===== config.mk =====
export PLATFORM = sky130hd
export DESIGN_NAME = multi_sensor_stream_sync
export DESIGN_NICKNAME = d
export VERILOG_FILES = /design/src/stream_sync_pkg.sv /design/src/delay_link_if.sv /design/src/multi_sensor_stream_sync.sv /design/src/pin_sync2.sv /design/src/delay_timer.sv
export VERILOG_INCLUDE_DIRS = /design/src
export SDC_FILE = /design/constraint.sdc
export NUM_CORES = 1
export LEC_CHECK = 0
export CORE_MARGIN = 5
export CORE_UTILIZATION = 55
export CTS_BUF_LIST = sky130_fd_sc_hd__clkbuf_4 sky130_fd_sc_hd__clkbuf_8
export DETAILED_ROUTE_END_ITERATION = 8
export DONT_BUFFER_PORTS = 1
export PLACE_DENSITY = 0.69
export SLEW_MARGIN = 10
export SYNTH_ARGS = -nofsm -noshare
export SYNTH_HDL_FRONTEND = slang
export SYNTH_SLANG_ARGS = --single-unit

===== constraint.sdc =====
create_clock -name mclk_in -period 4.8 [get_ports mclk_in]
set_input_delay 0.96 -clock mclk_in [delete_from_list [all_inputs] [get_ports mclk_in]]
set_output_delay 0.96 -clock mclk_in [all_outputs]
set_load 0.05 [all_outputs]

===== src/stream_sync_defs.svh =====
// register offsets, field positions, reset values and timing counts
// assumes 16-bit register addresses and data on the control port
`ifndef STREAM_SYNC_DEFS_SVH
`define STREAM_SYNC_DEFS_SVH

`define LINK_CTRL_ADDR      16'h31fc
`define SLAVE_ADDR_ADDR     16'h002e
`define PAD_CTRL_ADDR       16'h0032

`define LINK_EN_BIT         15
`define SYNC_EN_BIT         14
`define MASTER_BIT          13
`define POS_MSB             11
`define POS_LSB             8
`define LINK_CTRL_RST       16'h0000
`define LINK_CTRL_WMASK     16'hef00

`define PAD_CHAIN_OE_BIT    0
`define PAD_CTRL_RST        16'h0000

`define SLAVE_ADDR_MSB      7
`define SLAVE_ADDR_LSB      1
`define DEFAULT_ADDR_LOW    7'h48
`define DEFAULT_ADDR_HIGH   7'h5d

`define HOP_CYCLES          6'h03
`define DELAY_BIAS          6'h01

`endif


===== src/stream_sync_pkg.sv =====
// types shared by the chain start logic
// assumes stream_sync_defs.svh for the numeric constants
package stream_sync_pkg;

    typedef logic [5:0] delay_t;
    typedef logic [3:0] position_t;

    // gray codes along idle -> armed -> delay -> run
    typedef enum logic [1:0] {
        ST_IDLE  = 2'h0,
        ST_ARMED = 2'h1,
        ST_DELAY = 2'h3,
        ST_RUN   = 2'h2
    } start_state_e;

endpackage


===== src/delay_link_if.sv =====
// carrier between the start controller and its delay timer
// assumes one clock shared by both ends
`timescale 1ns/1ps
interface delay_link_if;
    import stream_sync_pkg::*;

    logic   load;
    delay_t count;
    logic   done;

    modport ctl (output load, output count, input done);
    modport tmr (input load, input count, output done);
endinterface


===== src/multi_sensor_stream_sync.sv =====
// daisy-chain start synchroniser for one sensor node
// assumes a common clock on all nodes and register writes from the serial slave
`timescale 1ns/1ps
`include "stream_sync_defs.svh"
module multi_sensor_stream_sync
    import stream_sync_pkg::*;
(
    input  wire logic        mclk_in,
    input  wire logic        rst_n_in,
    input  wire logic        reg_wr_in,
    input  wire logic        reg_rd_in,
    input  wire logic [15:0] reg_addr_in,
    input  wire logic [15:0] reg_wdata_in,
    output logic      [15:0] reg_rdata_out,
    output logic             reg_rvalid_out,
    input  wire logic        saddr_pin_in,
    input  wire logic        chain_pin_in,
    output logic             chain_pin_out,
    output logic             chain_pin_oe_out,
    input  wire logic        stream_req_in,
    output logic             stream_go_out,
    output logic      [6:0]  slave_addr_out
);

    // register file
    logic [15:0] ctrl_r;
    logic [15:0] ctrl_nxt;
    logic [15:0] pad_r;
    logic [15:0] pad_nxt;
    logic [6:0]  addr_r;
    logic [6:0]  addr_nxt;
    logic        addr_set_r;
    logic        addr_set_nxt;
    logic [15:0] rdata_r;
    logic [15:0] rdata_nxt;
    logic        rvalid_r;
    logic        rvalid_nxt;

    // chain and start state
    start_state_e state_r;
    start_state_e state_nxt;
    logic         chain_r;
    logic         chain_nxt;
    logic         go_r;
    logic         go_nxt;
    logic [6:0]   sel_addr_r;
    logic [6:0]   sel_addr_nxt;

    logic      saddr_lvl;
    logic      saddr_prev;
    logic      evt;
    logic      link_en;
    logic      sync_en;
    logic      is_master;
    logic      pad_oe;
    position_t pos;
    delay_t    wait_cnt;
    logic      wr_ctrl;
    logic      wr_pad;
    logic      wr_addr;

    delay_link_if tl ();

    pin_sync2 u_saddr_sync (
        .mclk_in   (mclk_in),
        .rst_n_in  (rst_n_in),
        .pin_in    (saddr_pin_in),
        .level_out (saddr_lvl),
        .prev_out  (saddr_prev)
    );

    delay_timer u_delay (
        .mclk_in  (mclk_in),
        .rst_n_in (rst_n_in),
        .lnk      (tl.tmr)
    );

    assign link_en   = ctrl_r[`LINK_EN_BIT];
    assign sync_en   = ctrl_r[`SYNC_EN_BIT];
    assign is_master = ctrl_r[`MASTER_BIT];
    assign pos       = ctrl_r[`POS_MSB:`POS_LSB];
    assign pad_oe    = pad_r[`PAD_CHAIN_OE_BIT];

    // an event is the rising edge of a high pulse on the otherwise low address-select line
    assign evt = saddr_lvl && !saddr_prev;

    // hop latency is one forwarding flop plus two synchroniser flops
    assign wait_cnt = 6'(`HOP_CYCLES * {2'h0, pos}) + `DELAY_BIAS;

    assign wr_ctrl = reg_wr_in && (reg_addr_in == `LINK_CTRL_ADDR);
    assign wr_pad  = reg_wr_in && (reg_addr_in == `PAD_CTRL_ADDR);
    assign wr_addr = reg_wr_in && (reg_addr_in == `SLAVE_ADDR_ADDR);

    // register writes and reads
    always_comb begin
        ctrl_nxt     = ctrl_r;
        pad_nxt      = pad_r;
        addr_nxt     = addr_r;
        addr_set_nxt = addr_set_r;
        rdata_nxt    = rdata_r;
        rvalid_nxt   = 1'b0;
        if (wr_ctrl) begin
            ctrl_nxt = reg_wdata_in & `LINK_CTRL_WMASK;
        end
        if (wr_pad) begin
            pad_nxt = reg_wdata_in;
        end
        if (wr_addr) begin
            addr_nxt     = reg_wdata_in[`SLAVE_ADDR_MSB:`SLAVE_ADDR_LSB];
            addr_set_nxt = 1'b1;
        end
        if (reg_rd_in) begin
            rvalid_nxt = 1'b1;
            unique case (reg_addr_in)
                `LINK_CTRL_ADDR:  rdata_nxt = ctrl_r;
                `PAD_CTRL_ADDR:   rdata_nxt = pad_r;
                `SLAVE_ADDR_ADDR: rdata_nxt = {8'h00, sel_addr_r, 1'b0};
                default:          rdata_nxt = 16'h0000;
            endcase
        end
    end

    always_ff @(posedge mclk_in) begin
        if (!rst_n_in) begin
            ctrl_r     <= `LINK_CTRL_RST;
            pad_r      <= `PAD_CTRL_RST;
            addr_r     <= 7'h00;
            addr_set_r <= 1'b0;
            rdata_r    <= 16'h0000;
            rvalid_r   <= 1'b0;
        end else begin
            ctrl_r     <= ctrl_nxt;
            pad_r      <= pad_nxt;
            addr_r     <= addr_nxt;
            addr_set_r <= addr_set_nxt;
            rdata_r    <= rdata_nxt;
            rvalid_r   <= rvalid_nxt;
        end
    end

    // start sequencing, forwarding and address choice
    always_comb begin
        state_nxt = state_r;
        chain_nxt = 1'b0;
        tl.load   = 1'b0;
        tl.count  = wait_cnt;
        // the pin level selects the default address until one is assigned
        if (addr_set_r) begin
            sel_addr_nxt = addr_r;
        end else if (saddr_lvl) begin
            sel_addr_nxt = `DEFAULT_ADDR_HIGH;
        end else begin
            sel_addr_nxt = `DEFAULT_ADDR_LOW;
        end
        if (link_en && !is_master && evt) begin
            chain_nxt = 1'b1;
        end
        unique case (state_r)
            ST_IDLE: begin
                if (stream_req_in) begin
                    if (!(link_en && sync_en)) begin
                        state_nxt = ST_RUN;
                    end else if (is_master) begin
                        chain_nxt = 1'b1;
                        tl.load   = 1'b1;
                        state_nxt = ST_DELAY;
                    end else begin
                        state_nxt = ST_ARMED;
                    end
                end
            end
            ST_ARMED: begin
                if (evt) begin
                    tl.load   = 1'b1;
                    state_nxt = ST_DELAY;
                end
            end
            ST_DELAY: begin
                if (tl.done) begin
                    state_nxt = ST_RUN;
                end
            end
            ST_RUN: begin
                state_nxt = ST_RUN;
            end
        endcase
        if (!stream_req_in) begin
            state_nxt = ST_IDLE;
        end
        go_nxt = (state_nxt == ST_RUN);
    end

    always_ff @(posedge mclk_in) begin
        if (!rst_n_in) begin
            state_r    <= ST_IDLE;
            chain_r    <= 1'b0;
            go_r       <= 1'b0;
            sel_addr_r <= `DEFAULT_ADDR_LOW;
        end else begin
            state_r    <= state_nxt;
            chain_r    <= chain_nxt;
            go_r       <= go_nxt;
            sel_addr_r <= sel_addr_nxt;
        end
    end

    assign reg_rdata_out    = rdata_r;
    assign reg_rvalid_out   = rvalid_r;
    // pad stays an input until enabled, then idles low
    assign chain_pin_oe_out = pad_oe;
    assign chain_pin_out    = pad_oe && chain_r;
    assign stream_go_out    = go_r;
    assign slave_addr_out   = sel_addr_r;
endmodule // multi_sensor_stream_sync


===== src/pin_sync2.sv =====
// two-stage synchroniser for one pin, with a third stage for edge use
// assumes the pin is asynchronous to mclk_in
`timescale 1ns/1ps
module pin_sync2 (
    input  wire logic mclk_in,
    input  wire logic rst_n_in,
    input  wire logic pin_in,
    output logic      level_out,
    output logic      prev_out
);
    logic [2:0] stage_r;
    logic [2:0] stage_nxt;

    always_comb begin
        stage_nxt = {stage_r[1:0], pin_in};
    end

    always_ff @(posedge mclk_in) begin
        if (!rst_n_in) begin
            stage_r <= 3'h0;
        end else begin
            stage_r <= stage_nxt;
        end
    end

    assign level_out = stage_r[1];
    assign prev_out  = stage_r[2];
endmodule // pin_sync2


===== src/delay_timer.sv =====
// down counter: done pulses exactly count cycles after load
// assumes count is at least one when loaded
`timescale 1ns/1ps
module delay_timer
    import stream_sync_pkg::*;
(
    input  wire logic mclk_in,
    input  wire logic rst_n_in,
    delay_link_if.tmr lnk
);
    delay_t cnt_r;
    delay_t cnt_nxt;
    logic   busy_r;
    logic   busy_nxt;

    always_comb begin
        cnt_nxt  = cnt_r;
        busy_nxt = busy_r;
        if (lnk.load) begin
            cnt_nxt  = lnk.count;
            busy_nxt = 1'b1;
        end else if (busy_r) begin
            cnt_nxt  = cnt_r - 6'h01;
            busy_nxt = (cnt_r != 6'h01);
        end
    end

    always_ff @(posedge mclk_in) begin
        if (!rst_n_in) begin
            cnt_r  <= 6'h00;
            busy_r <= 1'b0;
        end else begin
            cnt_r  <= cnt_nxt;
            busy_r <= busy_nxt;
        end
    end

    assign lnk.done = busy_r && (cnt_r == 6'h01) && !lnk.load;
endmodule // delay_timer


==> results of run 1 <==
## worst reg2reg max path, stage by stage (launching register included)
cell and delay [ns]:
dfxtp_1 0.41, inv_1 0.11, ha_1 0.18, or2_2 0.29, a221oi_1 0.29, xor2_1 0.20
a21oi_1 0.08
## sequential cells by signal, summed over array words and instances (netlist names)
| signal | flops |
|---|---|
| pad_r | 16 |
| reg_rdata_out | 16 |
| addr_r | 7 |
| ctrl_r | 7 |
| slave_addr_out | 7 |
| u_delay.cnt_r | 6 |
| u_saddr_sync.stage_r | 3 |
| state_r | 2 |
| addr_set_r | 1 |
| chain_r | 1 |
| reg_rvalid_out | 1 |
| stream_go_out | 1 |
| u_delay.busy_r | 1 |
## kinds of logic (layout without fill, tap and decap cells)
kind of cell / Yosys count / after routing
flip-flops: 69 / 69
multiplexers: 30 / 30
XOR/XNOR: 6 / 6
adder cells (fa/ha/maj): 9 / 9
AO/OA/AOI/OAI: 45 / 45
buffers and inverters: 25 / 26
AND/OR/NAND/NOR: 134 / 134
## per-stage QoR
step	hold slack (ns)	setup WS (ns)
floorplan	0.412	2.49
CTS	0.444	2.26
global route	0.464	2.23
global placement	0.418	2.05
detailed placement	0.427	1.99
finish	0.442	2.29
## synth_stat cells (all sizes together), types with 5 or more instances
library cell,count,area (sq um)
a221o,7,70.1
and2,13,81.3
ha,8,100
o21a,5,37.5
mux2i,30,300
o211a,5,50.1
nor3,6,30.0
nor2b,8,50.1
dfxtp,69,1380
clkbuf,11,41.3
nand2,74,278
buf,5,47.5
o21ai,9,45.0
a21o,7,52.6
inv,9,33.8
## power by group through the flow
stage / combinational (uW) / clock (uW) / sequential (uW)
4_1_cts: 17.8 / 429 / 582
3_3_place_gp: 17.7 / 0 / 595
5_1_grt: 20.2 / 458 / 582
3_5_place_dp: 17.8 / 0 / 596
2_1_floorplan: 21.5 / 0 / 595
6_report: 17.6 / 417 / 582
## layer usage
metal  up-vias  share of wire (%)  track usage, %
li1       1083                  -               -
met1       993                 46            23.8
met2        56                 45            29.5
met3         8                7.7            6.58
met4         0               0.99            7.60
met5         -                  0               0
## area by class of cell
class                           instances  area, sq um  area share, %
Clock buffer                           10          138           4.27
Inverter                                9         33.8           1.05
Multi-Input combinational cell        224         1540           47.6
Clock inverter                          6         38.8           1.20
Tap cell                               72         90.1           2.79
Timing Repair Buffer                    1         7.51          0.233
Sequential cell                        69         1380           42.8
## path summary, 6_finish.rpt
check                      endpoint  cells after the start
setup reg to reg   u_delay.cnt_r[4]                      6
setup / recovery      chain_pin_out                      1
hold / removal    slave_addr_out[6]                      1
hold reg to reg   slave_addr_out[6]                      1
==> impl_metrics.csv, run 1 <==
group,metric,value,unit
status,run_status,"finished clean",
pwr,swShare,23.1,%
layout,finish.utilization,59.3,%
timing,layout_min_cycle_time,2.51,ns
timing,fmaxAchievable,399,MHz
route,wire_per_inst,15.8,um
floorplan,fp-row-count,27,
clock_tree,tritoncts,"done",
worst_hold_path,holdCritStartpoint,"addr_r[6]",
clock_tree,path_clk_slew,0.07,ns
yosys,synthXorXnorAreaFrac,1.73,%
global_routing,grt_pass1_vias,2290,
worst_hold_path,hp-class,"flip-flop to flip-flop",
pwr,pwr-share-seq,57.3,%
floorplan,initial_core_util,55.8,%
yosys,async_reset_ff_share,0,%
setup_path,setup.worst_path.class,"flip-flop to output pin",
timing,setup-violations-final,0,
layout,antenna_cells,0,
layout,fin_cells,391,
setup_path,critPathLaunchType,"flip-flop",
global_routing,grt_max_degree,73,
yosys,yosysUniqueCellTypes,48,
global_routing,grt_first_pass_wirelength,10800,um
route,vias,2140,
setup_path,end_kind,"output pin",
pwr,p_leak,0.00140,uW
layout,fillers,495,
floorplan,coreArea,5440,sq um
route,drcViolationCount,0,
route,postRouteAntennaNets,0,
setup_path,crit_start,"pad_r[0]",
place,io_buffers,0,
global_routing,antenna_found_initial,0,
yosys,synth_compound_area_share,11.4,%
setup_path,worstPathArrival,1.55,ns
clock_tree,clk_latency,0.34,ns
clock_tree,numClockSinks,69,
setup_path,path_delay_family,"flip-flops",
layout,mostFrequentLayoutCells,"74 x nand2_1, 69 x dfxtp_1, 30 x mux2i_1",
timing,tns,0,ns
yosys,synth_edf_count,0,
yosys,synthSimpleGateAreaFrac,23.5,%
pwr,ir_drop,0.180,mV
floorplan,dieArea,7100,sq um
run,drv_cap,0,
clock_tree,cts_setup_buffers,0,
yosys,synthAdderAreaFrac,3.96,%
yosys,synth_top_family_by_area,"simple AND/OR/NAND/NOR gates",
pwr,p_int,782,uW
setup_path,path_buf_inv,0,
setup_path,crit_required,3.84,ns
pwr,totalPowerFinal,1020,uW
place,dp_hpwl,4260,um
pwr,switchingPower,235,uW
pwr,combPwrFrac,1.7,%
place,dpl_cell_area,3050,sq um
timing,maxSlewHeadroom,24.2,%
yosys,ys.flop_type,"dfxtp_1",
floorplan,die_x,84.3,um
clock_tree,ctsResizeCount,0,
yosys,synth_seq_cells,69,
timing,hold_viol_final,0,
timing,slew_violations,0,
route,drtIter0Drc,91,
yosys,synth_mux_area_share,9.89,%
floorplan,dieHeight,84.3,um
timing,tightest_slew,1.13,ns
route,dr.pass1.iters,4,
yosys,ys_seq_area_share,45.5,%
yosys,netlist_instances,318,
place,dp.cells,375,
yosys,syn_nets,366,
clock_tree,htreeDepth,3,
layout,area_growth,6.27,%
route,drt_wl_total,6170,um
setup_path,cp_slowest_cell,"dfxtp_1",
clock_tree,clockRootBuffer,"clkbuf_8",
pwr,p_per_area,315,nW/um^2
yosys,synth_warnings,0,
layout,nNetsFinal,362,
setup_path,r2r_start,"ctrl_r[9]",
clock_tree,holdBufCountCts,0,
pwr,pwr-share-clk,41.0,%
yosys,avgSynthCellArea,9.55,sq um
layout,final_common_cell,"nand2_1",
timing,finClkSkew,0.00916,ns
clock_tree,cts_buffers,9,
setup_path,reg2reg_setup_slack,3.13,ns
global_routing,grt_util_all_layers,18.9,%
layout,drive_gt1_share,7.84,%
place,place_congestion,0.773,
setup_path,crit_path_cell_trace,"and2_1",
clock_tree,clock_path_buffers,2,
layout,final_cell_area,3230,sq um
timing,rsz0062_at_grt,"no",
timing,fin_crit_sh,52.2,%
setup_path,path_max_fanout,4,
floorplan,ioPinCount,66,
route,via_per_inst,5.47,
setup_path,slowest_delay,0.68,ns
global_routing,grt.overflow.total,0,
yosys,synthesis.area,3040,sq um
(Power assumes the default switching activity.)
==> inputs of run 2 (changes only) <==
- ABC_AREA: default -> 1
- clock period: 4.8 -> 2.6 ns (I/O delays scaled with it)
==> run 2 against run 1 <==
Compared with the run above:
- design area is 5.0% higher
- utilization up 1.9 points
- largest cell class unchanged
- non-clock buffer count increased by 3
- sequential cell count stayed put
- hold slack got worse by 0.17 ns
- total power rose by 95%
- clock-buffer cell count decreased by 1
- combinational power grew to 2.9 times the previous value
- via count is 24% higher
- routed wire length grew 15%
- first-iteration DRC count increased by 43%
- critical endpoint is now u_delay.cnt_r[3]
- sequential share of layout area fell by 2.1 points
==> impl_metrics.csv, run 2 <==
group,metric,value,unit
yosys,synth_common_cells,"103 x nand2_1, 69 x dfxtp_1, 46 x nor2_1, 43 x a21oi_1, 41 x inv_1",
worst_hold_path,hp-class,"input pin to flip-flop",
clock_tree,holdBufCountCts,0,
floorplan,initial_core_util,57.1,%
yosys,synth_warnings,0,
pwr,p_per_area,585,nW/um^2
clock_tree,clk_latency,0.33,ns
yosys,async_reset_ff_share,0,%
layout,final_common_cell,"nand2_1",
timing,tns,0,ns
timing,rsz0062_at_grt,"no",
floorplan,fp-row-count,27,
layout,mostFrequentLayoutCells,"103 x nand2_1, 69 x dfxtp_1, 46 x nor2_1",
layout,area_growth,7.12,%
global_routing,grt.overflow.total,0,
yosys,synth_top_cell_by_area,"dfxtp_1",
yosys,yosysMostFrequentCell,"nand2_1",
global_routing,grt_pass1_vias,2481,
setup_path,critPathLaunchType,"flip-flop",
layout,nNetsFinal,484,
floorplan,die_x,85.8,um
setup_path,rr_worst_depth,7,
setup_path,crit_required,2.86,ns
timing,maxSlewHeadroom,63.5,%
yosys,syn_nets,485,
route,drt_wl_total,7120,um
route,drtIter0Drc,130,
setup_path,setup.worst_path.class,"flip-flop to flip-flop",
timing,fin_crit_sh,62.2,%
setup_path,end_kind,"flip-flop",
route,via_per_inst,5.18,
global_routing,grt_util_all_layers,20.6,%
yosys,avgSynthCellArea,7.24,sq um
timing,tightest_slew,0.547,ns
timing,layout_min_cycle_time,1.62,ns
route,vias,2654,
place,io_buffers,0,
timing,whs,0.273,ns
pwr,ir_drop,0.318,mV
route,drcViolationCount,0,
timing,hold_viol_final,0,
place,dp_hpwl,5180,um
clock_tree,tritoncts,"done",
clock_tree,cts_setup_buffers,0,
timing,setup-violations-final,0,
clock_tree,clockRootBuffer,"clkbuf_8",
clock_tree,path_clk_slew,0.07,ns
worst_hold_path,holdPathStages,1,
floorplan,dieHeight,85.8,um
layout,antenna_cells,0,
floorplan,ioPinCount,66,
status,run_status,"finished clean",
timing,slew_violations,0,
yosys,synthesis.area,3160,sq um
floorplan,coreArea,5540,sq um
layout,drive_gt1_share,9.77,%
setup_path,worstPathArrival,1.88,ns
route,wire_per_inst,13.9,um
global_routing,antenna_found_initial,0,
pwr,p_leak,0.00146,uW
clock_tree,ctsResizeCount,0,
timing,fmaxAchievable,619,MHz
yosys,synth_seq_cells,69,
yosys,synth_top_cell_area_share,43.7,%
yosys,ys.flop_type,"dfxtp_1",
setup_path,reg2reg_setup_slack,0.98,ns
clock_tree,cts_buffers,9,
yosys,yosysUniqueCellTypes,31,
clock_tree,numClockSinks,69,
global_routing,grt_max_degree,37,
layout,finish.utilization,61.2,%
route,postRouteAntennaNets,0,
global_routing,grt_first_pass_wirelength,12000,um
yosys,synth.area.top_cells,"dfxtp_1 44%, nand2_1 12%, a21oi_1 6.8%",
yosys,synth_edf_count,0,
yosys,netlist_instances,437,
timing,finClkSkew,0.00782,ns
place,place_congestion,0.835,
clock_tree,htreeDepth,3,
setup_path,path_max_fanout,8,
yosys,ys_seq_area_share,43.7,%
floorplan,dieArea,7370,sq um
pwr,totalPowerFinal,1980,uW
route,dr.pass1.iters,4,
clock_tree,clock_path_buffers,2,
run,drv_cap,0,
run 2: cell count changes in the layout (fill, tap and decap cells not counted), moves of 8 or more:
cell	change
o21ai_0	+17
inv_1	+32
nand2_1	+29
o21ai_1	+10
and2_1	-13
nor2b_1	-8
nor2_2	+12
mux2i_1	-30
nand3_1	+35
nor2_1	+43
a21oi_1	+41
run 2: final timing paths:
| path | startpoint | endpoint |
|---|---|---|
| setup / recovery | ctrl_r[8] | u_delay.cnt_r[3] |
| hold / removal | reg_rd_in | reg_rdata_out[12] |
| setup reg to reg | ctrl_r[8] | u_delay.cnt_r[3] |
| hold reg to reg | u_saddr_sync.stage_r[0] | u_saddr_sync.stage_r[1] |
run 2: worst max-delay path, cell delays in order, from the launching register on:
cell and delay (ns):
dfxtp_1 0.49, inv_1 0.11, fa_1 0.43, xor2_1 0.18, nand2_1 0.09, nand2_1 0.07, nand2_1 0.05, a21oi_1 0.13
run 2: cell families (layout without fill, tap and decap cells):
group                      count (synthesis)  in the layout  share of synthesized area, %
xor gates and xnor gates                   4              4                          1.11
buffers and inverters                     60             63                          7.91
AOI/OAI and AO/OA                         82             82                          13.2
and+or+nand+nor                          213            213                          30.3
adders and majority gates                  9              9                          3.80
DFF                                       69             69                          43.7
run 2: layer usage:
| metal | part of all wire, % | vias up | track usage (%) |
|---|---|---|---|
| met5 | 0 | - | 0 |
| met4 | 1.0 | 0 | 5.61 |
| met3 | 8.2 | 9 | 6.15 |
| met2 | 42 | 82 | 29.4 |
| met1 | 49 | 1162 | 30.1 |
| li1 | - | 1401 | - |
run 2: power by group:
group	total [uW]	switching, uW	internal [uW]
clock	844	407	437
combinational	50.8	33.4	17.3
sequential	1090	21.8	1060
total	1980	462	1520
run 2: area by class of cell:
type                       instances  area [sq um]
inverter                          44           168
tap                               72          90.1
timing repair buffer               4          30.0
clock inverter                     6          63.8
fill                             557          2150
sequential                        69          1380
clock buffer                       9           124
multi-input combinational        308          1530
run 2: per-stage QoR:
| step | setup slack [ns] | instance area (sq um) | std cells |
|---|---|---|---|
| 3_5_place_dp | 0.826 | 3200 | 497 |
| 3_3_place_gp | 0.851 | 3200 | 497 |
| 2_1_floorplan | 1.02 | 3160 | 437 |
| 6_report | 0.984 | 3390 | 512 |
| 5_1_grt | 0.866 | 3390 | 512 |
| 4_1_cts | 0.975 | 3390 | 512 |
